$ cat src/rtl/awt_pkg.sv
// Package of constants and types for the converter control block
package awt_pkg;
  // Resolution field encodings
  localparam logic [1:0] RES_12 = 2'h0;
  localparam logic [1:0] RES_10 = 2'h1;
  localparam logic [1:0] RES_8 = 2'h2;
  localparam logic [1:0] RES_6 = 2'h3;
  // Trigger source encodings
  localparam logic [2:0] TRG_ADV_A = 3'h0;
  localparam logic [2:0] TRG_ADV_B = 3'h1;
  localparam logic [2:0] TRG_ADV_C = 3'h2;
  localparam logic [2:0] TRG_RESERVED = 3'h3;
  localparam logic [2:0] TRG_GP_OUT = 3'h4;
  localparam logic [2:0] TRG_SMALL_A = 3'h5;
  localparam logic [2:0] TRG_EXT_ELEVEN = 3'h6;
  localparam logic [2:0] TRG_SOFTWARE = 3'h7;
  // Channel counts and widths
  localparam int NUM_CHANNELS = 18;
  localparam int SAMPLE_FIELD_W = 3;
  localparam int RAW_W = 12;
  localparam int RESULT_W = 16;
  localparam int LEN_W = 9;
  // Sampling phase: 1.5 cycles minimum held as 2 whole clock cycles,
  // SAR phase carries the other half cycle (12.5 -> 12 etc.)
  localparam logic [LEN_W-1:0] SAMPLE_MIN_CYCLES = 9'h002;
  localparam logic [LEN_W-1:0] SAMPLE_STEP_CYCLES = 9'h004;
  localparam logic [LEN_W-1:0] SAR_CYCLES_12 = 9'h00C;
  localparam logic [LEN_W-1:0] SAR_CYCLES_10 = 9'h00A;
  localparam logic [LEN_W-1:0] SAR_CYCLES_8 = 9'h008;
  localparam logic [LEN_W-1:0] SAR_CYCLES_6 = 9'h006;
  // Left-justify shift amounts
  localparam int SHIFT_12 = 4;
  localparam int SHIFT_10 = 6;
  localparam int SHIFT_8 = 8;
  localparam int SHIFT_6 = 2;
  // Phase timer states
  typedef enum logic [1:0] {AWT_IDLE, AWT_SAMPLE, AWT_SAR} awt_phase_t;
endpackage : awt_pkg

$ cat src/rtl/awt_converter_ctl.sv
// Watchdog, alignment, sample timing and trigger control of the converter
// Functional notes
// - Threshold watch on routine results only while routine watch enable set.
// - Result above high or below low threshold sets the watch event flag.
// - Watch interrupt asserted only when its enable bit is set.
// - Thresholds compare against the raw result, before alignment.
// - Watch one selected channel or all channels, per single-channel bit.
// - Left alignment puts 12, 10 and 8 bit results at top of 16 bits.
// - Left alignment of 6 bit results fills the top of the low byte.
// - Each channel samples for its own 3-bit programmed cycle count.
// - 12-bit conversion lasts programmed sampling plus 12.5 cycles.
// - Rising edge of the selected trigger starts a routine conversion.
// - Trigger source codes select timers, external line, or software start.
// - With DMA enabled, one DMA request per completed routine conversion.
// - Internal channels bit powers temperature sensor and internal reference.
// - SAR phase is 12.5, 10.5, 8.5 or 6.5 cycles per resolution.
// - Minimum totals are 14, 12, 10 and 8 cycles per resolution.
// - Converter off holds the conversion logic in reset and powers analog down.
module awt_converter_ctl
  import awt_pkg::*;
#(
  parameter int CHANNELS = NUM_CHANNELS
)
(
  input wire logic clk_sys,
  input wire logic srst,
  input wire logic clk_en,
  input wire logic converter_on,
  input wire logic [1:0] resolution_select,
  input wire logic result_align_select,
  input wire logic [2:0] trigger_source_select,
  input wire logic software_routine_start,
  input wire logic adv_timer_compare_a,
  input wire logic adv_timer_compare_b,
  input wire logic adv_timer_compare_c,
  input wire logic gp_timer_trigger_out,
  input wire logic small_timer_compare_a,
  input wire logic external_line_eleven,
  input wire logic [4:0] routine_channel,
  input wire logic [CHANNELS*SAMPLE_FIELD_W-1:0] channel_sample_cycles,
  input wire logic routine_watch_enable,
  input wire logic watch_single_channel,
  input wire logic [4:0] watch_channel_select,
  input wire logic [RAW_W-1:0] watch_high_threshold,
  input wire logic [RAW_W-1:0] watch_low_threshold,
  input wire logic watch_event_irq_enable,
  input wire logic watch_event_clear,
  input wire logic dma_enable,
  input wire logic internal_channels_enable,
  input wire logic [RAW_W-1:0] conv_raw_data,
  output logic analog_power_on,
  output logic sensor_reference_on,
  output logic [4:0] conv_channel,
  output logic conv_sample,
  output logic conv_sar_run,
  output logic [RESULT_W-1:0] result_data,
  output logic result_valid,
  output logic dma_request,
  output logic watch_event_flag,
  output logic watch_irq,
  output logic busy
);
  // Sampling phase length for a 3-bit code
  function automatic logic [LEN_W-1:0] sample_len_of(
    input logic [SAMPLE_FIELD_W-1:0] code
  );
    sample_len_of = SAMPLE_MIN_CYCLES +
                    LEN_W'(SAMPLE_STEP_CYCLES * LEN_W'(code));
  endfunction : sample_len_of

  // SAR phase length for a resolution code
  function automatic logic [LEN_W-1:0] sar_len_of(input logic [1:0] res);
    case (res)
      RES_12: sar_len_of = SAR_CYCLES_12;
      RES_10: sar_len_of = SAR_CYCLES_10;
      RES_8: sar_len_of = SAR_CYCLES_8;
      default: sar_len_of = SAR_CYCLES_6;
    endcase
  endfunction : sar_len_of

  // Place a raw result according to resolution and alignment
  function automatic logic [RESULT_W-1:0] align_of(
    input logic [RAW_W-1:0] raw,
    input logic [1:0] res,
    input logic left
  );
    logic [RESULT_W-1:0] wide;
    wide = {{(RESULT_W-RAW_W){1'b0}}, raw};
    if (!left) begin
      align_of = wide;
    end else begin
      case (res)
        RES_12: align_of = wide << SHIFT_12;
        RES_10: align_of = wide << SHIFT_10;
        RES_8: align_of = wide << SHIFT_8;
        default: align_of = {8'h00, 8'(wide << SHIFT_6)};
      endcase
    end
  endfunction : align_of

  logic [5:0] trig_meta_reg;
  logic [5:0] trig_sync_reg;
  logic [5:0] trig_prev_reg;
  logic [1:0] res_reg;
  logic [4:0] chan_reg;
  logic sel_level;
  logic sel_prev;
  logic start_pulse;
  logic tmr_sampling;
  logic tmr_converting;
  logic tmr_done;
  logic logic_rst;
  logic [SAMPLE_FIELD_W-1:0] chan_code;
  logic [RAW_W-1:0] raw_masked;
  logic watch_hit;

  // Converter off acts as a reset of all conversion logic
  assign logic_rst = srst || !converter_on;

  // Two-stage synchronisers for the hardware trigger pins
  always_ff @(posedge clk_sys) begin
    if (srst) begin
      trig_meta_reg <= '0;
      trig_sync_reg <= '0;
      trig_prev_reg <= '0;
    end else if (clk_en) begin
      trig_meta_reg <= {external_line_eleven, small_timer_compare_a,
                        gp_timer_trigger_out, 1'b0, adv_timer_compare_c,
                        adv_timer_compare_b};
      trig_sync_reg <= trig_meta_reg;
      trig_prev_reg <= trig_sync_reg;
    end
  end

  // Source select; compare_a has no vector slot, it uses the separate pair below
  logic adv_a_meta_reg;
  logic adv_a_sync_reg;
  logic adv_a_prev_reg;
  always_ff @(posedge clk_sys) begin
    if (srst) begin
      adv_a_meta_reg <= 1'b0;
      adv_a_sync_reg <= 1'b0;
      adv_a_prev_reg <= 1'b0;
    end else if (clk_en) begin
      adv_a_meta_reg <= adv_timer_compare_a;
      adv_a_sync_reg <= adv_a_meta_reg;
      adv_a_prev_reg <= adv_a_sync_reg;
    end
  end

  // Rising edge on the selected source, software start is a pulse
  always_comb begin
    sel_level = 1'b0;
    sel_prev = 1'b0;
    case (trigger_source_select)
      TRG_ADV_A: begin
        sel_level = adv_a_sync_reg;
        sel_prev = adv_a_prev_reg;
      end
      TRG_ADV_B: begin
        sel_level = trig_sync_reg[0];
        sel_prev = trig_prev_reg[0];
      end
      TRG_ADV_C: begin
        sel_level = trig_sync_reg[1];
        sel_prev = trig_prev_reg[1];
      end
      TRG_GP_OUT: begin
        sel_level = trig_sync_reg[3];
        sel_prev = trig_prev_reg[3];
      end
      TRG_SMALL_A: begin
        sel_level = trig_sync_reg[4];
        sel_prev = trig_prev_reg[4];
      end
      TRG_EXT_ELEVEN: begin
        sel_level = trig_sync_reg[5];
        sel_prev = trig_prev_reg[5];
      end
      TRG_SOFTWARE: begin
        sel_level = software_routine_start;
        sel_prev = 1'b0;
      end
      default: begin
        sel_level = 1'b0;
        sel_prev = 1'b0;
      end
    endcase
  end

  assign start_pulse = sel_level && !sel_prev && !busy;

  // Resolution is captured only while the converter is off
  always_ff @(posedge clk_sys) begin
    if (srst) begin
      res_reg <= RES_12;
    end else if (clk_en && !converter_on) begin
      res_reg <= resolution_select;
    end
  end

  // Per-channel sample code lookup
  assign chan_code = (routine_channel < 5'(CHANNELS)) ?
    channel_sample_cycles[routine_channel*SAMPLE_FIELD_W +: SAMPLE_FIELD_W]
    : '0;

  awt_phase_timer u_timer (
    .clk_sys(clk_sys),
    .srst(logic_rst),
    .clk_en(clk_en),
    .start(start_pulse),
    .sample_len(sample_len_of(chan_code)),
    .sar_len(sar_len_of(res_reg)),
    .sampling(tmr_sampling),
    .converting(tmr_converting),
    .done(tmr_done)
  );

  // Channel and phase outputs towards the analog converter
  always_ff @(posedge clk_sys) begin
    if (logic_rst) begin
      chan_reg <= '0;
      busy <= 1'b0;
    end else if (clk_en) begin
      if (start_pulse) begin
        chan_reg <= routine_channel;
        busy <= 1'b1;
      end else if (tmr_done) begin
        busy <= 1'b0;
      end
    end
  end
  assign conv_channel = chan_reg;
  assign conv_sample = tmr_sampling;
  assign conv_sar_run = tmr_converting;

  // Power controls follow the enables
  always_ff @(posedge clk_sys) begin
    if (srst) begin
      analog_power_on <= 1'b0;
      sensor_reference_on <= 1'b0;
    end else if (clk_en) begin
      analog_power_on <= converter_on;
      sensor_reference_on <= internal_channels_enable;
    end
  end

  // Raw result masked to the active resolution
  assign raw_masked = conv_raw_data &
    (RAW_W'({RAW_W{1'b1}}) >> (RAW_W'(res_reg) << 1));

  // Watch compare on the raw value of a monitored channel
  assign watch_hit = routine_watch_enable && tmr_done &&
    (!watch_single_channel || chan_reg == watch_channel_select) &&
    (raw_masked > watch_high_threshold ||
     raw_masked < watch_low_threshold);

  // Result register, valid and DMA strobes
  always_ff @(posedge clk_sys) begin
    if (logic_rst) begin
      result_data <= '0;
      result_valid <= 1'b0;
      dma_request <= 1'b0;
    end else if (clk_en) begin
      result_valid <= tmr_done;
      dma_request <= tmr_done && dma_enable;
      if (tmr_done) begin
        result_data <= align_of(raw_masked, res_reg, result_align_select);
      end
    end
  end

  // Sticky watch flag, a new event wins over a clear
  always_ff @(posedge clk_sys) begin
    if (srst) begin
      watch_event_flag <= 1'b0;
      watch_irq <= 1'b0;
    end else if (clk_en) begin
      if (watch_hit) begin
        watch_event_flag <= 1'b1;
      end else if (watch_event_clear) begin
        watch_event_flag <= 1'b0;
      end
      watch_irq <= (watch_hit || (watch_event_flag && !watch_event_clear))
                   && watch_event_irq_enable;
    end
  end
endmodule : awt_converter_ctl

$ cat src/rtl/awt_phase_timer.sv
// Sampling and successive-approximation phase timer
module awt_phase_timer
  import awt_pkg::*;
(
  input wire logic clk_sys,
  input wire logic srst,
  input wire logic clk_en,
  input wire logic start,
  input wire logic [LEN_W-1:0] sample_len,
  input wire logic [LEN_W-1:0] sar_len,
  output logic sampling,
  output logic converting,
  output logic done
);
  awt_phase_t state_reg;
  logic [LEN_W-1:0] count_reg;
  logic [LEN_W-1:0] sar_len_reg;

  // Phase sequence: sample window, then SAR steps, then one done pulse
  always_ff @(posedge clk_sys) begin
    if (srst) begin
      state_reg <= AWT_IDLE;
      count_reg <= '0;
      sar_len_reg <= '0;
      done <= 1'b0;
    end else if (clk_en) begin
      done <= 1'b0;
      case (state_reg)
        AWT_IDLE: begin
          if (start) begin
            state_reg <= AWT_SAMPLE;
            count_reg <= sample_len - 9'h001;
            sar_len_reg <= sar_len;
          end
        end
        AWT_SAMPLE: begin
          if (count_reg == '0) begin
            state_reg <= AWT_SAR;
            count_reg <= sar_len_reg - 9'h001;
          end else begin
            count_reg <= count_reg - 9'h001;
          end
        end
        AWT_SAR: begin
          if (count_reg == '0) begin
            state_reg <= AWT_IDLE;
            done <= 1'b1;
          end else begin
            count_reg <= count_reg - 9'h001;
          end
        end
        default: state_reg <= AWT_IDLE;
      endcase
    end
  end

  // Phase flags registered from state, count and start, in step with the next state
  always_ff @(posedge clk_sys) begin
    if (srst) begin
      sampling <= 1'b0;
      converting <= 1'b0;
    end else if (clk_en) begin
      sampling <= (state_reg == AWT_IDLE && start) ||
                  (state_reg == AWT_SAMPLE && count_reg != '0);
      converting <= (state_reg == AWT_SAMPLE && count_reg == '0) ||
                    (state_reg == AWT_SAR && count_reg != '0);
    end
  end
endmodule : awt_phase_timer

$ cat config.mk
export PLATFORM = sky130hd
export DESIGN_NAME = awt_converter_ctl
export DESIGN_NICKNAME = d
export VERILOG_FILES = /design/src/rtl/awt_pkg.sv /design/src/rtl/awt_converter_ctl.sv /design/src/rtl/awt_phase_timer.sv
export SDC_FILE = /design/constraint.sdc
export NUM_CORES = 1
export LEC_CHECK = 0
export BUFFER_PORTS_ARGS = -buffer_cell sky130_fd_sc_hd__buf_2
export CORE_MARGIN = 5
export CORE_UTILIZATION = 51
export DETAILED_ROUTE_END_ITERATION = 8
export GPL_TIMING_DRIVEN = 0
export HOLD_SLACK_MARGIN = 0.02
export PLACE_DENSITY = 0.81
export SYNTH_ARGS = -nofsm -noshare
export SYNTH_HDL_FRONTEND = slang
export SYNTH_SLANG_ARGS = --single-unit
$ cat constraint.sdc
create_clock -name clk_sys -period 2.7 [get_ports clk_sys]
set_input_delay 0.54 -clock clk_sys [delete_from_list [all_inputs] [get_ports clk_sys]]
set_output_delay 0.54 -clock clk_sys [all_outputs]
set_load 0.005 [all_outputs]
==> results of run 1 <==
what timing repair did:
| item | CTS | global route |
|---|---|---|
| pin swaps | 0 | 0 |
| gates resized for setup | 0 | 4 |
| endpoints found under the setup margin | 2 | 2 |
placed cells by master (no fill, tap or decap), drive strengths merged, types with 3 or more instances in the layout:
| cell type | Yosys | routed |
|---|---|---|
| clkbuf | 22 | 30 |
| a31oi | 7 | 7 |
| buf | 10 | 158 |
| nor3 | 12 | 12 |
| o221ai | 5 | 5 |
| nand3b | 3 | 3 |
| dfxtp | 65 | 65 |
| nand3 | 9 | 9 |
| a222oi | 7 | 7 |
| bufinv | 0 | 3 |
| xor2 | 3 | 3 |
| nor4 | 6 | 6 |
| o21ai | 29 | 29 |
| and3 | 4 | 4 |
| a21oi | 40 | 40 |
| mux4 | 12 | 12 |
| or3 | 4 | 4 |
| a311oi | 5 | 5 |
| mux2i | 28 | 28 |
| inv | 38 | 40 |
| nand2b | 6 | 6 |
| a2111oi | 3 | 3 |
| or4 | 3 | 3 |
| o22ai | 4 | 4 |
| a211oi | 9 | 9 |
| and2 | 3 | 3 |
| nor4b | 3 | 3 |
| a22oi | 4 | 4 |
| nand2 | 31 | 31 |
| nor2 | 60 | 60 |
| xnor2 | 10 | 10 |
| a221oi | 3 | 3 |
| ha | 30 | 30 |
| nor2b | 19 | 19 |
| nand4 | 3 | 3 |
area by class of cell:
cell class              instances  area (µm²)
fillers                       690        2790
multi-input cells             383        2788
flip-flops and latches         65        1303
repair buffers                148       740.7
plain buffers                  31       155.1
inverters                      38       142.6
well taps                     105       131.4
clock inverters                 7       125.1
clock buffers                   9       123.9
cells by family after synthesis:
| kind of cell | Yosys count | share of synthesized area, % |
|---|---|---|
| and+or+nand+nor | 170 | 19.39 |
| muxes | 41 | 13.16 |
| adders and majority gates | 31 | 8.795 |
| buffers and inverters | 70 | 6.882 |
| xor gates and xnor gates | 13 | 2.599 |
| DFF | 65 | 29.70 |
| AOI/OAI and AO/OA | 128 | 19.47 |
worst paths after layout:
kind                        startpoint               end  slack, ns  cells past startpoint
setup reg to reg            res_reg[1]  watch_event_flag       0.16                      8
hold reg to reg         result_data[1]    result_data[1]       0.47                      2
setup / recovery            res_reg[1]  watch_event_flag       0.16                      8
hold / removal    external_line_eleven  trig_meta_reg[5]       0.43                      3
stage by stage:
step                      hold slack, ns  std cells  setup WS [ns]
after floorplan                   0.4472        518         0.3071
after global routing              0.4154        786       0.007677
after CTS                         0.4107        786        0.02569
after detailed placement          0.4575        771        -0.1711
after global placement            0.4461        771       -0.07771
final                             0.4287        786         0.1592
layer usage:
layer	up-vias	track usage, %	part of all wire (%)
met5	-	0	0
li1	2196	-	-
met3	21	5.074	9.5
met2	228	42.20	49
met1	2055	28.40	39
met4	0	9.082	1.9
power by group:
| part | switching, mW | total [mW] | internal (mW) |
|---|---|---|---|
| clock | 0.410 | 1.03 | 0.623 |
| combinational | 0.267 | 0.504 | 0.237 |
| sequential | 0.0166 | 0.996 | 0.980 |
cell usage after synthesis, types with 3 or more instances:
cell / count
a2111oi_0: 3
a211oi_1: 8
a21oi_1: 39
a222oi_1: 7
a22oi_1: 4
a311oi_1: 4
a31oi_1: 7
and3_1: 4
buf_1: 5
buf_2: 3
clkbuf_1: 20
dfxtp_1: 65
ha_1: 30
inv_1: 38
mux2i_1: 28
mux4_1: 4
mux4_2: 8
nand2_1: 30
nand2b_1: 6
nand3_1: 9
nand3b_1: 3
nand4_1: 3
nor2_1: 60
nor2b_1: 19
nor3_1: 12
nor4_1: 5
o21ai_0: 27
o221ai_1: 5
o22ai_1: 4
or3_1: 3
or4_1: 3
xnor2_1: 10
xor2_1: 3
critical path, stage by stage (launching register included):
cell and delay (ns):
dfxtp_2 0.35, ha_1 0.25, nor2b_1 0.39, ha_1 0.34
o2111a_1 0.15, o311a_1 0.11, o311ai_0 0.47, a21oi_1 0.14
a211oi_1 0.25
==> out/metrics.csv, run 1 <==
stage,metric,value,unit
drt,vias per cell,5.725,
sta,Fmax achieved,393.6,MHz
synthesis,largest area contributor in the netlist,dfxtp_1,
drt,vias,4500,
clocking,CTS sink cnt,65,
sta,RSZ-0062 raised after global routing,false,
hold_path,worst hold path class,in2reg,
grt,global route overflow,0,
clocking,Skew-Pair Late Insertion Delay,0.35,ns
layout,"Area growth, synth to finish",25.73,%
clocking,hold buffers post-CTS,0,
placement,DP HPWL,10050,µm
job,max_cap viols,0,
layout,Final Util,66.38,%
floorplanning,Die Wd,102.7,µm
synthesis,ys flop type,dfxtp_1,
sta,worst-margin pin slew,0.7334,ns
outcome,status,finished clean,
floorplanning,core box area,0.008299,mm²
clocking,htree depth,3,
layout,fin area,0.005509,mm²
worst_setup_path,Worst EP required,2.96,ns
drt,Pre-antenna DRT Iters,8,
sta,Layout Skew,0.01557,ns
floorplanning,full die area,0.01055,mm²
grt,largest net degree at the start of global routing,14,
layout,fin nets,829,
grt,All-Layer GR Usage,23.92,%
synthesis,ranking of synthesized cells by area,"dfxtp_1, ha_1, mux2i_1",
placement,Placer Congestion,0.9207,
worst_setup_path,critical path endpoint category,flip-flop,
synthesis,Mapped Nets,671,
placement,I/O Buffers,148,
clocking,maximum clock path buffer count,2,
floorplanning,initial core utilization,52.80,%
floorplanning,number of I/O pins,153,
clocking,post-CTS setup buffer count,0,
clocking,root buffer cell,clkbuf_8,
grt,initial antenna violation count,0,
sta,final worst path period share,94.10,%
floorplanning,Die Ht,102.7,µm
sta,Setup-failing EPs final,0,
synthesis,post-synthesis sequential element count,65,
sta,min cycle time layout,2.541,ns
synthesis,Post-synth ARST share,0,%
synthesis,Synth Warn #,0,
synthesis,Mapped Area,0.004382,mm²
placement,Placed Area,0.005254,mm²
power_and_ir_drop,leakage power,2.485,nW
clocking,TritonCTS clock tree,yes,
synthesis,"Seq/Total Area, Yosys",29.70,%
synthesis,"EDFF count, synth",0,
drt,first-iteration detailed-routing DRC count,276,
power_and_ir_drop,Tot Pwr,2.532,mW
sta,Fin. Hold Viols,0,
drt,wire per inst,16.07,µm
drt,DRC viols,0,
synthesis,post-synth cell types,63,
grt,first-pass GRT wire length,20210,µm
synthesis,syn avg cell area,8.459,µm²
synthesis,cells after synthesis,518,
floorplanning,Placement Rows,33,
clocking,Clock transition at path regs,0.08,ns
power_and_ir_drop,pwr dens,459.7,mW/mm²
sta,relative slew slack,51.11,%
worst_setup_path,Arrival @ worst endpoint,2.80,ns
power_and_ir_drop,"IR drop worst, VDD",344.8,µV
synthesis,top-area cell type share of the netlist area,29.70,%
clocking,CTS Buf Count,9,
worst_setup_path,crit path max fanout,6,
drt,DRT Wirelength,12630,µm
drt,Routed Antenna Nets,0,
sta,Max Slew Vio Count,0,
worst_setup_path,WS Path Type,reg2reg,
layout,antenna fix cells,0,
layout,ratio of cells with drive above 1 in the final layout,28.34,%
sta,Sum Neg Setup Slack,0,ns
layout,Largest register FFs,16,
grt,vias in the first global route,4490,
worst_setup_path,crit start category,flip-flop,
(Power assumes the default switching activity.)
==> inputs of run 2 (changes only) <==
--- a/config.mk
+++ b/config.mk
@@ -7,11 +7,11 @@
 export LEC_CHECK = 0
 export BUFFER_PORTS_ARGS = -buffer_cell sky130_fd_sc_hd__buf_2
 export CORE_MARGIN = 5
-export CORE_UTILIZATION = 51
+export CORE_UTILIZATION = 53
 export DETAILED_ROUTE_END_ITERATION = 8
 export GPL_TIMING_DRIVEN = 0
-export HOLD_SLACK_MARGIN = 0.02
-export PLACE_DENSITY = 0.81
+export HOLD_SLACK_MARGIN = 0.12
+export PLACE_DENSITY = 0.84
 export SYNTH_ARGS = -nofsm -noshare
 export SYNTH_HDL_FRONTEND = slang
 export SYNTH_SLANG_ARGS = --single-unit
==> constraint.sdc (replaced) <==
create_clock -name clk_sys -period 3.3 [get_ports clk_sys]
set_input_delay 0.66 -clock clk_sys [delete_from_list [all_inputs] [get_ports clk_sys]]
set_output_delay 0.66 -clock clk_sys [all_outputs]
set_load 0.005 [all_outputs]
==> run 2 against run 1 <==
Effect of this change: final cell count is 0.13% higher; routed wire length decreased by 0.33%; largest cell class unchanged; combinational power shrank 18%; highest routed layer unchanged; clock power fell by 32%; critical path depth increased by 3; via count up 0.78%; utilization is 0.69 points higher.
==> out/metrics.csv, run 2 (synthesis gave the netlist of run 1 again) <==
stage,metric,value,unit
outcome,status,finished clean,
worst_setup_path,Arrival @ worst endpoint,3.11,ns
sta,final worst path period share,86.39,%
sta,RSZ-0062 raised after global routing,false,
layout,Largest register FFs,16,
grt,first-pass GRT wire length,19980,µm
layout,"most common cell after layout, fill and taps aside",buf_2,
power_and_ir_drop,"IR drop worst, VDD",247.6,µV
floorplanning,core box area,0.008134,mm²
drt,Routed Antenna Nets,0,
drt,DRT Wirelength,12590,µm
drt,first-iteration detailed-routing DRC count,351,
grt,initial antenna violation count,0,
drt,wire per inst,15.99,µm
drt,DRC viols,0,
sta,min cycle time layout,2.851,ns
worst_setup_path,slowest library cell on the worst path,or4_1,
sta,Layout Skew,0.006631,ns
worst_setup_path,buffer and inverter count on the worst path,3,
worst_setup_path,worst r2r src,res_reg[1],
layout,most frequent cells in the layout,"buf_2, dfxtp_1, nor2_1",
layout,"Area growth, synth to finish",24.50,%
power_and_ir_drop,leakage power,2.462,nW
worst_setup_path,reg2reg path depth,11,
grt,largest net degree at the start of global routing,14,
placement,DP HPWL,9992,µm
worst_setup_path,crit start category,flip-flop,
floorplanning,Die Ht,100.9,µm
worst_setup_path,Worst path top cell family by delay,simple AND/OR/NAND/NOR gates,
worst_setup_path,Worst EP required,3.56,ns
hold_path,worst hold path class,reg2reg,
layout,fin nets,830,
grt,All-Layer GR Usage,24.17,%
hold_path,Hold Crit Start,result_data[1],
layout,ratio of cells with drive above 1 in the final layout,27.71,%
clocking,Skew-Pair Late Insertion Delay,0.35,ns
job,max_cap viols,0,
floorplanning,full die area,0.01019,mm²
clocking,root buffer cell,clkbuf_8,
floorplanning,Placement Rows,33,
grt,vias in the first global route,4494,
placement,I/O Buffers,148,
sta,Fin. Hold Viols,0,
sta,Max Slew Vio Count,0,
drt,vias per cell,5.762,
clocking,hold buffers post-CTS,0,
drt,vias,4535,
grt,global route overflow,0,
worst_setup_path,critical path endpoint category,flip-flop,
clocking,Clock transition at path regs,0.07,ns
floorplanning,Die Wd,100.9,µm
worst_setup_path,"reg-to-reg slack, setup",0.45,ns
drt,Pre-antenna DRT Iters,5,
sta,Sum Neg Setup Slack,0,ns
clocking,post-CTS setup buffer count,0,
clocking,CTS sink cnt,65,
worst_setup_path,worst path cell trace,"inv_1, ha_1, clkbuf_1, nand2_1, inv_1, ha_1, nand4_1, or4_1, a21oi_1, o22ai_1, a211oi_1",
sta,Setup-failing EPs final,0,
hold_path,Cells on Worst Hold Path,2,
clocking,maximum clock path buffer count,2,
clocking,PostCTS Resize Cnt,0,
floorplanning,number of I/O pins,153,
clocking,CTS Buf Count,9,
sta,Fmax achieved,350.8,MHz
clocking,TritonCTS clock tree,yes,
floorplanning,initial core utilization,53.87,%
sta,relative slew slack,49.85,%
placement,Inst Count DP,771,
sta,worst-margin pin slew,0.7522,ns
layout,antenna fix cells,0,
worst_setup_path,CP max stage delay,0.56,ns
worst_setup_path,worst reg2reg endpoint,watch_event_flag,
layout,Post-Layout Cell Count,787,
clocking,htree depth,3,
placement,Placer Congestion,0.9124,
hold_path,Hold EP,result_data[1],
worst_setup_path,WS Path Type,reg2reg,
worst_setup_path,crit path max fanout,10,
power_and_ir_drop,pwr dens,352.9,mW/mm²
## run 2: cell type report
cell class                      count  area (µm²)
Multi-Input combinational cell    383        2779
Fill cell                         673        2679
Sequential cell                    65        1301
Timing Repair Buffer              148       740.7
Buffer                             32       158.9
Inverter                           38       142.6
Tap cell                          105       131.4
Clock buffer                        9       123.9
Clock inverter                      7       77.57
## run 2: metrics by stage
step	cell area, µm²	utilization [%]	total power [mW]	hold slack, ns	worst slack (ns)
5_1_grt	5455	67.07	2.016	0.4752	0.3281
2_1_floorplan	4382	-	1.086	0.4472	0.7871
3_3_place_gp	5254	64.59	1.224	0.4449	0.3838
4_1_cts	5455	67.07	1.930	0.4575	0.4973
6_report	5455	67.07	1.925	0.4592	0.4490
3_5_place_dp	5254	64.59	1.239	0.4467	0.3107
## run 2: worst max-delay path by stage
stage / to / cells past startpoint / slack (ns) / start
after floorplan: watch_irq / 8 / 0.79 / conv_raw_data[9]
after global placement: watch_irq / 9 / 0.38 / conv_raw_data[9]
after detailed placement: watch_irq / 9 / 0.31 / conv_raw_data[9]
after CTS: watch_event_flag / 11 / 0.50 / res_reg[1]
after global routing: watch_irq / 10 / 0.33 / res_reg[1]
final: watch_event_flag / 11 / 0.45 / res_reg[1]
## run 2: report_power, final
group          internal (mW)  leakage (nW)  switching [mW]
combinational          0.193          1.83           0.220
clock                  0.356         0.101           0.342
sequential             0.801         0.527          0.0133
## run 2: worst min-delay path: stages, from the launching register on
cell and delay [ns]:
dfxtp_1 0.32, nand2_1 0.05, a21oi_1 0.05
## run 2: layer usage
layer | vias up | global-route usage, % | wire (µm)
met3 | 30 | 5.121 | 1208
met4 | 0 | 8.998 | 278
met2 | 229 | 41.97 | 6122
met5 | - | 0 | 0
li1 | 2211 | - | -
met1 | 2065 | 29.28 | 4978
==> inputs of run 3 (changes only) <==
--- a/config.mk
+++ b/config.mk
@@ -12,6 +12,7 @@
 export GPL_TIMING_DRIVEN = 0
 export HOLD_SLACK_MARGIN = 0.12
 export PLACE_DENSITY = 0.84
+export SETUP_SLACK_MARGIN = 0.5
 export SYNTH_ARGS = -nofsm -noshare
 export SYNTH_HDL_FRONTEND = slang
 export SYNTH_SLANG_ARGS = --single-unit
==> run 3 against run 2 <==
Effect of this change: fmax rose by 3.3%; total power about the same; utilization up 0.062 points; sequential cell count unchanged; routed wire length hardly changed; largest cell class unchanged.
==> out/metrics.csv, run 3 (synthesis gave the netlist of run 1 again) <==
stage,metric,value,unit
layout,fin nets,830,
hold_path,worst hold path class,reg2reg,
drt,vias per cell,5.742,
layout,Post-Layout Cell Count,787,
drt,DRC viols,0,
worst_setup_path,critical path endpoint category,flip-flop,
worst_setup_path,worst path cell trace,"inv_1, ha_1, clkbuf_2, nand2_1, inv_1, ha_1, nand4_1, or4_1, a21oi_1, o22ai_1, a211oi_1",
power_and_ir_drop,Tot Pwr,1.924,mW
placement,DP HPWL,9992,µm
worst_setup_path,Worst EP required,3.55,ns
worst_setup_path,crit start category,flip-flop,
power_and_ir_drop,leakage power,2.466,nW
layout,ratio of cells with drive above 1 in the final layout,28.15,%
sta,RSZ-0062 raised after global routing,true,
grt,largest net degree at the start of global routing,14,
clocking,hold buffers post-CTS,0,
floorplanning,Die Ht,100.9,µm
sta,final worst path period share,83.66,%
placement,I/O Buffers,148,
grt,first-pass GRT wire length,19990,µm
drt,vias,4519,
sta,Max Slew Vio Count,0,
sta,worst-margin pin slew,0.7566,ns
placement,Placer Congestion,0.9124,
worst_setup_path,CP max stage delay,0.56,ns
drt,Routed Antenna Nets,0,
grt,global route overflow,0,
clocking,post-CTS setup buffer count,0,
worst_setup_path,Arrival @ worst endpoint,3.01,ns
grt,vias in the first global route,4497,
grt,All-Layer GR Usage,24.17,%
worst_setup_path,WS Path Type,reg2reg,
worst_setup_path,slowest library cell on the worst path,or4_1,
sta,Fmax achieved,362.2,MHz
floorplanning,Die Wd,100.9,µm
floorplanning,full die area,0.01019,mm²
sta,relative slew slack,49.56,%
placement,Inst Count DP,771,
worst_setup_path,Worst path top cell family by delay,simple AND/OR/NAND/NOR gates,
clocking,CTS Buf Count,9,
outcome,status,finished clean,
drt,DRT Wirelength,12580,µm
job,max_cap viols,0,
layout,antenna fix cells,0,
drt,wire per inst,15.98,µm
clocking,maximum clock path buffer count,2,
sta,hold_ws,0.4582,ns
floorplanning,Placement Rows,33,
floorplanning,initial core utilization,53.87,%
floorplanning,number of I/O pins,153,
clocking,htree depth,3,
clocking,Clock transition at path regs,0.08,ns
layout,"most common cell after layout, fill and taps aside",buf_2,
power_and_ir_drop,pwr dens,352.4,mW/mm²
clocking,Skew-Pair Late Insertion Delay,0.35,ns
worst_setup_path,crit path max fanout,10,
layout,most frequent cells in the layout,"buf_2, dfxtp_1, nor2_1",
layout,"Area growth, synth to finish",24.61,%
sta,Setup-failing EPs final,0,
drt,Pre-antenna DRT Iters,6,
sta,Fin. Hold Viols,0,
sta,min cycle time layout,2.761,ns
clocking,TritonCTS clock tree,yes,
clocking,root buffer cell,clkbuf_8,
drt,first-iteration detailed-routing DRC count,333,
clocking,CTS sink cnt,65,
layout,Final Util,67.13,%
power_and_ir_drop,"IR drop worst, VDD",246.4,µV
grt,initial antenna violation count,0,
sta,Layout Skew,0.007046,ns
floorplanning,core box area,0.008134,mm²
sta,Sum Neg Setup Slack,0,ns
worst_setup_path,buffer and inverter count on the worst path,3,
layout,Largest register FFs,16,
-- run 3: cell counts in the layout (fill, tap and decap cells not counted) --
No cell type changed its count.
-- run 3: metrics by stage --
| step | setup WS, ns | area [µm²] |
|---|---|---|
| after floorplan | 0.7871 | 4382 |
| after global placement | 0.3838 | 5254 |
| after detailed placement | 0.3107 | 5254 |
| after CTS | 0.5542 | 5456 |
| after global routing | 0.4742 | 5460 |
| final | 0.5394 | 5460 |
-- run 3: layout make-up --
cell class / count / area (µm²)
Tap cell: 105 / 131.4
Fill cell: 673 / 2674
Multi-Input combinational cell: 383 / 2781
Clock inverter: 7 / 77.57
Clock buffer: 9 / 123.9
Inverter: 38 / 142.6
Buffer: 32 / 160.2
Sequential cell: 65 / 1303
Timing Repair Buffer: 148 / 740.7
-- run 3: what timing repair did --
item,in CTS,in global routing
setup endpoints to repair,1,2
resized for setup,1,2
pin swaps,0,0
-- run 3: tightest hold or removal path: cells and delay by family (launching register included) --
family,cells,cell delay (ns)
DFF,1,0.32
and+or+nand+nor,1,0.05
AOI/OAI and AO/OA,1,0.05
-- run 3: path summary, 6_finish.rpt --
| path | startpoint | to | slack (ns) | cells after the start |
|---|---|---|---|---|
| hold / removal | result_data[1] | result_data[1] | 0.46 | 2 |
| setup reg to reg | res_reg[0] | watch_event_flag | 0.54 | 11 |
| setup / recovery | res_reg[0] | watch_event_flag | 0.54 | 11 |
| hold reg to reg | result_data[1] | result_data[1] | 0.46 | 2 |
-- run 3: per-layer routing --
layer	up-vias	share of wire (%)	GRT usage, %
met5	-	0	0
met4	0	2.2	8.998
met3	28	9.3	5.121
met2	224	49	41.92
met1	2062	40	29.32
li1	2205	-	-
-- run 3: power breakdown --
part	leakage [nW]	total, mW	switching [mW]	internal [mW]
sequential	0.527	0.815	0.0135	0.802
combinational	1.84	0.413	0.220	0.194
clock	0.101	0.696	0.339	0.356
